[src/shared/cpq_pkg.sv]
// package with constants and types for the pc and address quirk block
package cpq_pkg;
   localparam int CPQ_AW = 20;
   localparam int CPQ_DW = 16;
   // pc base correction of this core and of the predecessor core
   localparam logic [CPQ_AW-1:0] CPQ_PC_CORR = 20'h00002;
   localparam logic [CPQ_AW-1:0] CPQ_PC_CORR_OLD = 20'h00004;
   // fetch address step after each instruction word
   localparam logic [CPQ_AW-1:0] CPQ_FETCH_STEP = 20'h00002;
   // boundary of the lower 64k window
   localparam int CPQ_LOW_W = 16;
   localparam logic [CPQ_AW-1:0] CPQ_PC_RESET = 20'h00000;
   // number of memory sections checked for vacant access
   localparam int CPQ_NSEC = 4;
   // pc modification kinds
   typedef enum logic [1:0]
   {
      CPQ_PM_NONE = 2'b00,
      CPQ_PM_ARITH = 2'b01,
      CPQ_PM_MOVE = 2'b10
   } cpq_pcmod_t;
   // source addressing modes
   typedef enum logic [2:0]
   {
      CPQ_AM_REG = 3'b000,
      CPQ_AM_IDX = 3'b001,
      CPQ_AM_SYM = 3'b010,
      CPQ_AM_ABS = 3'b011,
      CPQ_AM_IND = 3'b100,
      CPQ_AM_INC = 3'b101,
      CPQ_AM_IMM = 3'b110
   } cpq_am_t;
   // interrupt stacking states
   typedef enum logic [1:0]
   {
      CPQ_ST_IDLE = 2'b00,
      CPQ_ST_PUSH1 = 2'b01,
      CPQ_ST_PUSH2 = 2'b10
   } cpq_stack_t;
endpackage : cpq_pkg

[src/verilog/cpq_section_map.sv]
// section map: flags fetch addresses that fall outside every valid section
`timescale 1ns/1ps
`default_nettype none
module cpq_section_map
   import cpq_pkg::*;
#(
   parameter int NSEC = CPQ_NSEC
)
(
   input wire logic mclk_in,
   input wire logic rst_n_in,
   input wire logic [NSEC*CPQ_AW-1:0] sec_lo_in,
   input wire logic [NSEC*CPQ_AW-1:0] sec_hi_in,
   input wire logic [CPQ_AW-1:0] addr_in,
   input wire logic check_in,
   output logic vacant_out
);
   logic [NSEC-1:0] hit;

   // ---------------------------------------------------------------
   // per-section range compare
   // ---------------------------------------------------------------
   genvar g;
   generate
      for (g = 0; g < NSEC; g++)
      begin : g_sec
         assign hit[g] = (addr_in >= sec_lo_in[g*CPQ_AW +: CPQ_AW]) &&
                         (addr_in <= sec_hi_in[g*CPQ_AW +: CPQ_AW]);
      end
   endgenerate

   // registered so the vacant answer lines up with the next cycle
   always_ff @(posedge mclk_in or negedge rst_n_in)
   begin
      if (!rst_n_in)
         vacant_out <= 1'b0;
      else
         vacant_out <= check_in && (hit == '0);
   end
endmodule : cpq_section_map
`default_nettype wire

[src/verilog/cpq_core.sv]
// pc handling quirks of the cpu core: pc offset, 64k wrap, stacking, vacant flag
`timescale 1ns/1ps
`default_nettype none
module cpq_core
   import cpq_pkg::*;
#(
   parameter int NSEC = CPQ_NSEC
)
(
   input wire logic mclk_in,
   input wire logic rst_n_in,
   // memory section map, packed low section first
   input wire logic [NSEC*CPQ_AW-1:0] sec_lo_in,
   input wire logic [NSEC*CPQ_AW-1:0] sec_hi_in,
   // decoded instruction, one-cycle strobe
   input wire logic instr_valid_in,
   input wire logic [CPQ_AW-1:0] instr_addr_in,
   input wire cpq_pcmod_t pcmod_in,
   input wire cpq_am_t src_mode_in,
   input wire logic [CPQ_AW-1:0] operand_in,
   input wire logic [CPQ_AW-1:0] move_src_in,
   input wire logic far_indexed_in,
   input wire logic [CPQ_AW-1:0] base_reg_in,
   input wire logic [CPQ_DW-1:0] index_in,
   input wire logic sets_lpm_in,
   input wire logic is_call_in,
   // interrupt side
   input wire logic irq_req_in,
   input wire logic irq_take_in,
   input wire logic [CPQ_DW-1:0] sr_in,
   output logic [CPQ_AW-1:0] pc_out,
   output logic [CPQ_AW-1:0] ea_out,
   output logic ea_valid_out,
   output logic push_valid_out,
   output logic [CPQ_AW-1:0] push_data_out,
   output logic push_is_sr_out,
   output logic vacant_access_flag_out,
   output logic [CPQ_AW-1:0] fetch_address_bus_out
);
   logic lpm_prev;
   logic defect_armed;
   logic twice_pc;
   logic irq_fetched;
   logic map_check;
   logic map_vacant;
   logic [CPQ_AW-1:0] check_addr;
   logic [CPQ_AW-1:0] saved_sr;
   cpq_stack_t st;
   cpq_stack_t next_st;
   logic [CPQ_AW-1:0] ea_full;
   logic pc_arith;

   // pc-modifying decode used by the vacant fetch check
   function automatic logic is_pcmod(input cpq_pcmod_t m);
      is_pcmod = (m != CPQ_PM_NONE);
   endfunction : is_pcmod

   // ---------------------------------------------------------------
   // program counter update
   // ---------------------------------------------------------------
   assign pc_arith = (pcmod_in == CPQ_PM_ARITH) &&
                     ((src_mode_in == CPQ_AM_IMM) || (src_mode_in == CPQ_AM_IND));

   // with an immediate or indirect source the arithmetic base sits 2h ahead and corrects by 2h; other source modes correct by 4h
   always_ff @(posedge mclk_in or negedge rst_n_in)
   begin
      if (!rst_n_in)
         pc_out <= CPQ_PC_RESET;
      else if (instr_valid_in)
      begin
         if (pc_arith)
            pc_out <= instr_addr_in + CPQ_PC_CORR + operand_in;
         else if (pcmod_in == CPQ_PM_ARITH)
            pc_out <= instr_addr_in + CPQ_PC_CORR_OLD + operand_in;
         else if (pcmod_in == CPQ_PM_MOVE)
            pc_out <= move_src_in;
         else
            pc_out <= instr_addr_in + CPQ_FETCH_STEP;
      end
   end

   // ---------------------------------------------------------------
   // far indexed effective address
   // ---------------------------------------------------------------
   assign ea_full = base_reg_in + {{(CPQ_AW-CPQ_DW){index_in[CPQ_DW-1]}}, index_in};

   // a base below 64k never carries upward: the defect keeps the sum in 64k
   always_ff @(posedge mclk_in or negedge rst_n_in)
   begin
      if (!rst_n_in)
      begin
         ea_out <= '0;
         ea_valid_out <= 1'b0;
      end
      else
      begin
         ea_valid_out <= instr_valid_in && far_indexed_in;
         if (instr_valid_in && far_indexed_in)
         begin
            if (base_reg_in[CPQ_AW-1:CPQ_LOW_W] == '0)
               ea_out <= {{(CPQ_AW-CPQ_LOW_W){1'b0}}, ea_full[CPQ_LOW_W-1:0]};
            else
               ea_out <= ea_full;
         end
      end
   end

   // ---------------------------------------------------------------
   // low-power then call hazard tracking
   // ---------------------------------------------------------------
   // only the instruction right after the low-power write counts; a no-op clears it
   always_ff @(posedge mclk_in or negedge rst_n_in)
   begin
      if (!rst_n_in)
         lpm_prev <= 1'b0;
      else if (instr_valid_in)
         lpm_prev <= sets_lpm_in && (src_mode_in != CPQ_AM_IMM);
   end

   // the hazard stays armed until the next interrupt entry consumes it
   always_ff @(posedge mclk_in or negedge rst_n_in)
   begin
      if (!rst_n_in)
         defect_armed <= 1'b0;
      else if (instr_valid_in && lpm_prev && is_call_in)
         defect_armed <= 1'b1;
      else if (st == CPQ_ST_IDLE && irq_take_in)
         defect_armed <= 1'b0;
   end

   // armed state frozen at entry, so a call landing on the entry edge waits for the next one
   always_ff @(posedge mclk_in or negedge rst_n_in)
   begin
      if (!rst_n_in)
         twice_pc <= 1'b0;
      else if (st == CPQ_ST_IDLE && irq_take_in)
         twice_pc <= defect_armed;
   end

   // ---------------------------------------------------------------
   // interrupt stacking sequence
   // ---------------------------------------------------------------
   always_comb
   begin
      next_st = st;
      case (st)
         CPQ_ST_IDLE: if (irq_take_in) next_st = CPQ_ST_PUSH1;
         CPQ_ST_PUSH1: next_st = CPQ_ST_PUSH2;
         CPQ_ST_PUSH2: next_st = CPQ_ST_IDLE;
         default: next_st = CPQ_ST_IDLE;
      endcase
   end

   always_ff @(posedge mclk_in or negedge rst_n_in)
   begin
      if (!rst_n_in)
         st <= CPQ_ST_IDLE;
      else
         st <= next_st;
   end

   // status is captured at entry so the second push shows the entry value
   always_ff @(posedge mclk_in or negedge rst_n_in)
   begin
      if (!rst_n_in)
         saved_sr <= '0;
      else if (st == CPQ_ST_IDLE && irq_take_in)
         saved_sr <= {{(CPQ_AW-CPQ_DW){1'b0}}, sr_in};
   end

   // pc first, then status; when armed the pc goes out twice and status is lost
   always_ff @(posedge mclk_in or negedge rst_n_in)
   begin
      if (!rst_n_in)
      begin
         push_valid_out <= 1'b0;
         push_data_out <= '0;
         push_is_sr_out <= 1'b0;
      end
      else
      begin
         push_valid_out <= (next_st == CPQ_ST_PUSH1) || (next_st == CPQ_ST_PUSH2);
         push_is_sr_out <= 1'b0;
         push_data_out <= '0;
         if (next_st == CPQ_ST_PUSH1)
            push_data_out <= pc_out;
         else if (next_st == CPQ_ST_PUSH2)
         begin
            push_data_out <= twice_pc ? pc_out : saved_sr;
            push_is_sr_out <= !twice_pc;
         end
      end
   end

   // ---------------------------------------------------------------
   // vacant access flag
   // ---------------------------------------------------------------
   // an interrupt seen but dropped before it is taken counts as a lost fetch
   always_ff @(posedge mclk_in or negedge rst_n_in)
   begin
      if (!rst_n_in)
         irq_fetched <= 1'b0;
      else
         irq_fetched <= irq_req_in && !irq_take_in && (st == CPQ_ST_IDLE);
   end

   // the fetch unit runs ahead by one word after a pc-modifying instruction
   assign check_addr = instr_addr_in + CPQ_FETCH_STEP;
   assign map_check = instr_valid_in && is_pcmod(pcmod_in);

   cpq_section_map #(
      .NSEC(NSEC)
   ) u_map (
      .mclk_in(mclk_in),
      .rst_n_in(rst_n_in),
      .sec_lo_in(sec_lo_in),
      .sec_hi_in(sec_hi_in),
      .addr_in(check_addr),
      .check_in(map_check),
      .vacant_out(map_vacant)
   );

   // one-cycle pulse per spurious access; leaving four bytes spare avoids it
   always_ff @(posedge mclk_in or negedge rst_n_in)
   begin
      if (!rst_n_in)
         vacant_access_flag_out <= 1'b0;
      else
         vacant_access_flag_out <= map_vacant ||
                                   (irq_fetched && !irq_req_in);
   end

   // fetch address shows the look-ahead address
   always_ff @(posedge mclk_in or negedge rst_n_in)
   begin
      if (!rst_n_in)
         fetch_address_bus_out <= CPQ_PC_RESET;
      else if (instr_valid_in)
         fetch_address_bus_out <= check_addr;
   end

   // ---------------------------------------------------------------
   // checks
   // ---------------------------------------------------------------
   pc_offset_a: assert property (@(posedge mclk_in) disable iff (!rst_n_in)
      instr_valid_in && pc_arith |=> pc_out == $past(instr_addr_in) + CPQ_PC_CORR +
         $past(operand_in))
      else $error("pc arithmetic base wrong");
   pc_move_a: assert property (@(posedge mclk_in) disable iff (!rst_n_in)
      instr_valid_in && pcmod_in == CPQ_PM_MOVE |=> pc_out == $past(move_src_in))
      else $error("move into pc altered");
   ea_wrap_a: assert property (@(posedge mclk_in) disable iff (!rst_n_in)
      instr_valid_in && far_indexed_in && base_reg_in[CPQ_AW-1:CPQ_LOW_W] == '0
      |=> ea_valid_out && ea_out[CPQ_AW-1:CPQ_LOW_W] == '0)
      else $error("far indexed address left 64k");
   double_pc_a: assert property (@(posedge mclk_in) disable iff (!rst_n_in)
      st == CPQ_ST_IDLE && irq_take_in && defect_armed
      |=> push_valid_out && !push_is_sr_out ##1 push_valid_out && !push_is_sr_out)
      else $error("defect stacking not two pc words");
   push_order_a: assert property (@(posedge mclk_in) disable iff (!rst_n_in)
      st == CPQ_ST_IDLE && irq_take_in && !defect_armed
      |=> push_valid_out && !push_is_sr_out ##1 push_valid_out && push_is_sr_out
      ##1 !push_valid_out)
      else $error("interrupt entry order wrong");
   nop_guard_a: assert property (@(posedge mclk_in) disable iff (!rst_n_in)
      instr_valid_in && !lpm_prev && is_call_in && !defect_armed && st != CPQ_ST_PUSH2
      |=> !defect_armed)
      else $error("hazard armed without low-power entry");
   lost_irq_a: assert property (@(posedge mclk_in) disable iff (!rst_n_in)
      irq_fetched && !irq_req_in |=> vacant_access_flag_out)
      else $error("withdrawn interrupt not flagged");
   edge_fetch_a: assert property (@(posedge mclk_in) disable iff (!rst_n_in)
      map_check ##1 map_vacant |=> vacant_access_flag_out)
      else $error("vacant fetch not flagged");
endmodule : cpq_core
`default_nettype wire

[config.mk]
export PLATFORM = sky130hd
export DESIGN_NAME = cpq_core
export DESIGN_NICKNAME = d
export VERILOG_FILES = /design/src/shared/cpq_pkg.sv /design/src/verilog/cpq_section_map.sv /design/src/verilog/cpq_core.sv
export SDC_FILE = /design/constraint.sdc
export NUM_CORES = 1
export LEC_CHECK = 0
export ABC_AREA = 1
export BUFFER_PORTS_ARGS = -buffer_cell sky130_fd_sc_hd__buf_2
export CAP_MARGIN = 10
export CORE_MARGIN = 4
export CORE_UTILIZATION = 35
export DETAILED_ROUTE_END_ITERATION = 10
export PLACE_DENSITY = 0.56
export REMOVE_ABC_BUFFERS = 1
export SETUP_SLACK_MARGIN = 0.3
export SLEW_MARGIN = 5
export SYNTH_ARGS = -nofsm -noshare
export SYNTH_HDL_FRONTEND = slang
export SYNTH_SLANG_ARGS = --single-unit
[constraint.sdc]
create_clock -name mclk_in -period 3.3 [get_ports mclk_in]
set_input_delay 0.99 -clock mclk_in [delete_from_list [all_inputs] [get_ports mclk_in]]
set_output_delay 0.99 -clock mclk_in [all_outputs]
set_load 0.05 [all_outputs]
==> results of run 1 <==
[cell usage in the layout (no fill, tap or decap), types with 7 or more instances in the layout]
cell and n:
a21o_1 8, a21oi_1 104, a21oi_2 20, buf_2 359, buf_4 177, buf_6 10, clkbuf_16 10, dfrtp_1 107
diode_2 14, ha_1 204, ha_4 30, inv_1 345, inv_2 7, nand2_1 581, nand2_2 40, nand2_4 8
nand3_1 102, nand3_2 11, nand3b_1 14, nand4_1 19, nor2_1 134, nor2_2 23, nor2_4 16, nor3_1 7
o21ai_0 68, o21bai_1 7, o22ai_1 17, or2_2 8, xnor2_1 7, xor2_1 13
[metrics by stage]
stage | total power [mW] | worst slack, ns | cell area (um2)
after floorplan | 3.47 | -0.0885 | 12700
after global placement | 4.60 | -0.557 | 16400
after detailed placement | 4.62 | -0.601 | 16400
after CTS | 5.86 | 0.261 | 17200
after global routing | 6.42 | 0.115 | 18000
final | 5.99 | 0.242 | 18000
[sequential cells by signal (all words and copies together) (netlist names), 2 cells and up]
name	cells
st	2
saved_sr	16
pc_out	20
ea_out	20
fetch_address_bus_out	20
push_data_out	20
[worst max-delay path: stages]
cell	delay, ns
buf_4	0.13
nand2_2	0.07
buf_6	0.12
inv_2	0.06
nand3_2	0.08
nor2_4	0.16
buf_6	0.12
nand2_2	0.04
nand2_1	0.07
nand2_2	0.08
clkinvlp_4	0.10
buf_12	0.14
ha_4	0.21
a21oi_1	0.12
o21ai_0	0.16
a21oi_4	0.22
nand3_2	0.11
nand2_2	0.09
nand2_1	0.05
nand2_1	0.06
inv_1	0.05
nand2_1	0.06
nor2_1	0.04
[routing by layer]
layer	vias to the layer above	GRT usage [%]	wire length, um
met2	528	44.3	25400
li1	7466	-	-
met5	-	0	82
met4	12	8.50	1760
met1	6920	33.0	22600
met3	105	4.23	3980
[area by class of cell]
type	instances	area, um2	area share [%]
sequential	107	2680	14.8
tap	461	577	3.20
clock inverter	6	62.6	0.347
timing repair buffer	558	3460	19.2
multi-input combinational	1500	9650	53.5
antenna	14	35.0	0.194
inverter	355	1340	7.42
clock buffer	10	239	1.32
[how the worst max path moves through the flow]
stage,to,from,slack (ns)
6_report,u_map.vacant_out,instr_addr_in[11],0.24
5_1_grt,u_map.vacant_out,instr_addr_in[5],0.11
4_1_cts,u_map.vacant_out,instr_addr_in[3],0.26
3_5_place_dp,u_map.vacant_out,instr_addr_in[1],-0.60
3_3_place_gp,u_map.vacant_out,instr_addr_in[1],-0.56
2_1_floorplan,pc_out[17],instr_addr_in[1],-0.09
[synthesized netlist by cell type (all sizes together), types with 10 or more instances]
| master | n |
|---|---|
| a21oi | 125 |
| dfrtp | 107 |
| o21ai | 79 |
| inv | 354 |
| buf | 10 |
| xor2 | 16 |
| nor2 | 174 |
| nand2 | 629 |
| nand3b | 14 |
| nand4 | 19 |
| clkbuf | 14 |
| o22ai | 18 |
| nand3 | 115 |
| ha | 235 |
[kinds of logic (layout without fill, tap and decap cells)]
family	count (synthesis)	in the layout
fa+ha+maj	238	238
flops	107	107
compound gates	260	260
other cells	0	14
buf+inv	379	929
simple gates	977	977
xor+xnor	25	25
[power groups by stage]
stage,clock network (mW),logic (mW),registers (mW)
CTS,1.18,3.04,1.64
floorplan,0,1.28,2.19
finish,1.15,3.20,1.64
global route,1.23,3.52,1.66
global placement,0,2.94,1.66
detailed placement,0,2.96,1.67
[timing repair]
item | in CTS | in global routing
pin swaps | 23 | 58
cloned | 0 | 1
setup buffers | 14 | 9
setup endpoints to repair | 16 | 15
gates resized for setup | 81 | 151
==> flow_metrics.env, run 1 <==
export IMPL_fin_crit_ns=3.06
export IMPL_worstHoldStart="saved_sr[13]"
export IMPL_syn_to_final_growth_pct=40.7
export IMPL_leakage_nw=10.5
export IMPL_path_max_fanout=7
export IMPL_final_core_util_pct=50.4
export IMPL_p_sw_mw=2.78
export IMPL_synth_top_family_by_area="simple AND/OR/NAND/NOR gates"
export IMPL_holdPathStages=2
export IMPL_hold_violations=0
export IMPL_cap_violations=0
export IMPL_cts_sinks=107
export IMPL_synth_top_area_share_pct=22.9
export IMPL_synth_xor_area_share_pct=1.77
export IMPL_grt_max_degree=48
export IMPL_cts_root_buf="clkbuf_16"
export IMPL_yosys_area_share_adder_pct=23.4
export IMPL_slew_headroom_pct=51.1
export IMPL_routabilityCongestion=0.999
export IMPL_dpl_cell_count=2957
export IMPL_clk_pin_slew_ns=0.09
export IMPL_combPwrFrac_pct=53.5
export IMPL_cp_start_kind="input pin"
export IMPL_antenna_found_initial=18
export IMPL_yosys_area_share_simple_pct=31.5
export IMPL_die_w_um=199
export IMPL_wl_um=53800
export IMPL_synth_edf_count=0
export IMPL_firstDrtPassIters=5
export IMPL_clkPwrFrac_pct=19.2
export IMPL_grt_usage_pct=25.8
export IMPL_rows=69
export IMPL_run_status="finished, final reports clean"
export IMPL_grt_pass1_vias=14700
export IMPL_grt_pass1_wl_um=79600
export IMPL_core_area_um2=35800
export IMPL_worstSetupPathType="input pin to flip-flop"
export IMPL_nets=3054
export IMPL_required_ns=3.58
export IMPL_rsz0062_at_grt="true"
export IMPL_wire_per_inst_um=17.9
export IMPL_r2r_slack_ns=1.72
export IMPL_final_instance_count_excl_fill=3011
export IMPL_setup_viol=0
export IMPL_p_per_area_nw_per_um2=332
export IMPL_power_frac_seq_pct=27.3
export IMPL_syn_area_um2=12800
export IMPL_cts_tree="done"
export IMPL_cts_max_path_buffers=2
export IMPL_cts_buffers=9
export IMPL_synth_cell_types=47
export IMPL_synthMuxAreaShare_pct=0
export IMPL_fillers=3692
export IMPL_r2r_end="push_data_out[9]"
export IMPL_synth_seq_cells=107
export IMPL_worstMarginPinSlew_ns=0.733
export IMPL_die_area_um2=39800
export IMPL_die_y_um=199
export IMPL_remaining_drc_errors=0
export IMPL_ir_worst_vdd_mv=0.239
export IMPL_synth_compound_area_share_pct=11.2
export IMPL_worstRegToRegCells=7
export IMPL_min_path_type="flip-flop to flip-flop"
export IMPL_fin_skew_ns=0.0153
export IMPL_end_kind="flip-flop"
export IMPL_htreeDepth=3
export IMPL_synth_top_area_cell="ha_1"
export IMPL_vias_per_cell=4.99
export IMPL_p_int_mw=3.21
export IMPL_dp_hpwl_um=44200
export IMPL_vias=15000
export IMPL_swShare_pct=46.4
export IMPL_synth_area_top_cells="ha_1 (23%), dfrtp_1 (21%), nand2_1 (18%)"
export IMPL_whs_endpoint="saved_sr[13]"
export IMPL_hold_buffers=0
export IMPL_synth_cells=1986
export IMPL_ant_nets=0
export IMPL_ios=369
export IMPL_portBuffers=368
export IMPL_setup_tns_ns=0
export IMPL_yosysSeqAreaShare_pct=20.9
export IMPL_gr_total_overflow=0
export IMPL_whs_ns=0.477
export IMPL_async_flop_share_pct=100
export IMPL_period_share_pct=92.7
export IMPL_syn_area_per_cell_um2=6.46
export IMPL_fmax_mhz=327
export IMPL_r2r_start="st[1]"
export IMPL_clk_latency_ns=0.37
export IMPL_ys_warnings_count=0
export IMPL_start_util_pct=35.8
export IMPL_arrival_ns=3.34
export IMPL_drive_above_1_share_pct=30.2
export IMPL_slew_violations=0
export IMPL_ys_flop_type="dfrtp_1"
export IMPL_drt_iter0_markers=770
Power figures use the tool's default switching activity.
==> inputs of run 2 (changes only) <==
- RECOVER_POWER: default -> 50
==> run 2 against run 1 <==
Compared with the run above:
- the flow now finishes with violations (capacitance limit, slew limit)
- utilization down 0.17 points
- hold slack lost 0.0060 ns
- sequential power about the same
- total power shrank 0.13%
- register-to-register slack worse by 0.88 ns
- routed wire length is 0.29% higher
- setup slack worse by 0.017 ns
- first-iteration DRC count increased by 4.3%
- cell area down 0.33%
- clock-buffer cell count unchanged
- global-route usage is the same
- critical endpoint is now pc_out[19]
==> flow_metrics.env, run 2 (synthesis results as in run 1) <==
export IMPL_nets=3054
export IMPL_grt_pass1_wl_um=79600
export IMPL_end_kind="flip-flop"
export IMPL_run_status="finished with violations"
export IMPL_total_power_mw=5.98
export IMPL_wl_um=54000
export IMPL_hold_buffers=0
export IMPL_setup_tns_ns=0
export IMPL_rsz0062_at_grt="true"
export IMPL_die_w_um=199
export IMPL_slew_violations=26
export IMPL_fin_skew_ns=0.0148
export IMPL_dp_hpwl_um=44200
export IMPL_portBuffers=368
export IMPL_antenna_found_initial=18
export IMPL_combPwrFrac_pct=53.4
export IMPL_holdPathStages=1
export IMPL_grt_max_degree=48
export IMPL_core_area_um2=35800
export IMPL_cts_sinks=107
export IMPL_ir_worst_vdd_mv=0.239
export IMPL_cap_violations=1
export IMPL_hold_violations=0
export IMPL_cp_startpoint="instr_addr_in[11]"
export IMPL_vias_per_cell=5.00
export IMPL_whs_endpoint="st[1]"
export IMPL_slew_headroom_pct=-3.17
export IMPL_worstHoldStart="st[1]"
export IMPL_leakage_nw=10.4
export IMPL_die_area_um2=39800
export IMPL_critPathMostFrequentCell="nand2_1"
export IMPL_die_y_um=199
export IMPL_arrival_ns=3.37
export IMPL_vias=15000
export IMPL_routabilityCongestion=0.999
export IMPL_final_common_cell="nand2_1"
export IMPL_wire_per_inst_um=17.9
export IMPL_clk_latency_ns=0.37
export IMPL_swShare_pct=46.5
export IMPL_period_share_pct=93.2
export IMPL_grt_pass1_vias=14700
export IMPL_fin_crit_ns=3.08
export IMPL_crit_chain="buf_4 -> nand2_2 -> buf_6 -> inv_2 -> nand3_2 -> nor2_4 -> nand3_2 -> nand2_2 -> clkinvlp_4 -> buf_4 -> buf_6 -> ha_4 -> nand2_2 -> nor4_2 -> nand2_1 -> nand2_1 -> nand2_1 -> nand3_1 -> nand3_2 -> nand2_1"
export IMPL_cts_root_buf="clkbuf_16"
export IMPL_ios=369
export IMPL_worstMarginPinSlew_ns=1.55
export IMPL_gr_total_overflow=0
export IMPL_p_per_area_nw_per_um2=333
export IMPL_p_int_mw=3.20
export IMPL_r2r_slack_ns=0.84
export IMPL_firstDrtPassIters=8
export IMPL_fmax_mhz=325
export IMPL_cts_tree="done"
export IMPL_drt_iter0_markers=803
export IMPL_worstRegToRegCells=7
export IMPL_worstSetupPathType="input pin to flip-flop"
export IMPL_slowest_stage="ha_4"
export IMPL_setup_viol=0
export IMPL_htreeDepth=3
export IMPL_p_sw_mw=2.78
export IMPL_final_cell_mix="nand2_1 (581), buf_2 (357), inv_1 (346), ha_1 (204), buf_4 (166)"
export IMPL_start_util_pct=35.8
export IMPL_power_frac_seq_pct=27.4
export IMPL_grt_usage_pct=25.8
export IMPL_clkPwrFrac_pct=19.3
export IMPL_cts_buffers=9
export IMPL_cp_start_kind="input pin"
export IMPL_min_path_type="flip-flop to flip-flop"
export IMPL_r2r_end="push_data_out[8]"
export IMPL_required_ns=3.60
export IMPL_clk_pin_slew_ns=0.08
export IMPL_violations="capacitance limit, slew limit"
export IMPL_drive_above_1_share_pct=29.7
export IMPL_ant_nets=0
export IMPL_remaining_drc_errors=0
export IMPL_cts_max_path_buffers=2
export IMPL_path_max_fanout=4
export IMPL_slowest_delay_ns=0.29
export IMPL_r2r_start="st[1]"
export IMPL_syn_to_final_growth_pct=40.2
export IMPL_rows=69
run 2: cell count changes in the layout (fill, tap and decap cells not counted), sizes merged:
cell,change
clkbuf,+14
buf,-14
run 2: worst max-delay path by stage:
stage,to
final,pc_out[19]
after global routing,u_map.vacant_out
after CTS,u_map.vacant_out
after detailed placement,u_map.vacant_out
after global placement,u_map.vacant_out
after floorplan,pc_out[17]
run 2: power by group through the flow:
stage	Combinational (mW)	Sequential (mW)	Clock [mW]
5_1_grt	3.51	1.66	1.23
4_1_cts	3.04	1.64	1.18
6_report	3.19	1.64	1.15
3_3_place_gp	2.94	1.66	0
3_5_place_dp	2.96	1.67	0
2_1_floorplan	1.28	2.19	0
run 2: what timing repair did:
action / 4_1_cts / 5_1_grt
resized for setup: 81 / 151
cloned: 0 / 1
setup buffers: 14 / 9
pin swaps: 23 / 58
endpoints found under the setup margin: 16 / 15
run 2: layout make-up:
type	instances	area (um2)
fill	3698	17800
multi-input combinational	1500	9650
timing repair buffer	558	3400
sequential	107	2680
inverter	355	1340
tap	461	577
clock buffer	10	239
clock inverter	6	62.6
antenna	14	35.0
run 2: routing by layer:
| layer | vias up | wire, um | global-route usage [%] |
|---|---|---|---|
| met4 | 12 | 1700 | 8.50 |
| met1 | 6953 | 22700 | 33.0 |
| met5 | - | 82 | 0 |
| met3 | 101 | 3960 | 4.23 |
| li1 | 7455 | - | - |
| met2 | 519 | 25600 | 44.3 |
run 2: critical path, delay by kind of cell:
kind	cells	cell delay, ns
AND/OR/NAND/NOR	13	1.38
adder cells (fa/ha/maj)	1	0.29
buffers and inverters	6	0.68
run 2: through the flow:
stage | cell area, um2 | util, % | std cells | hold WS, ns | setup slack (ns)
finish | 18000 | 50.2 | 3011 | 0.471 | 0.225
global route | 18000 | 50.1 | 3005 | 0.493 | 0.0617
CTS | 17200 | 48.0 | 2987 | 0.479 | 0.261
detailed placement | 16400 | 45.9 | 2957 | 0.460 | -0.601
global placement | 16400 | 45.9 | 2957 | 0.458 | -0.557
floorplan | 12700 | - | 1962 | 0.417 | -0.0885
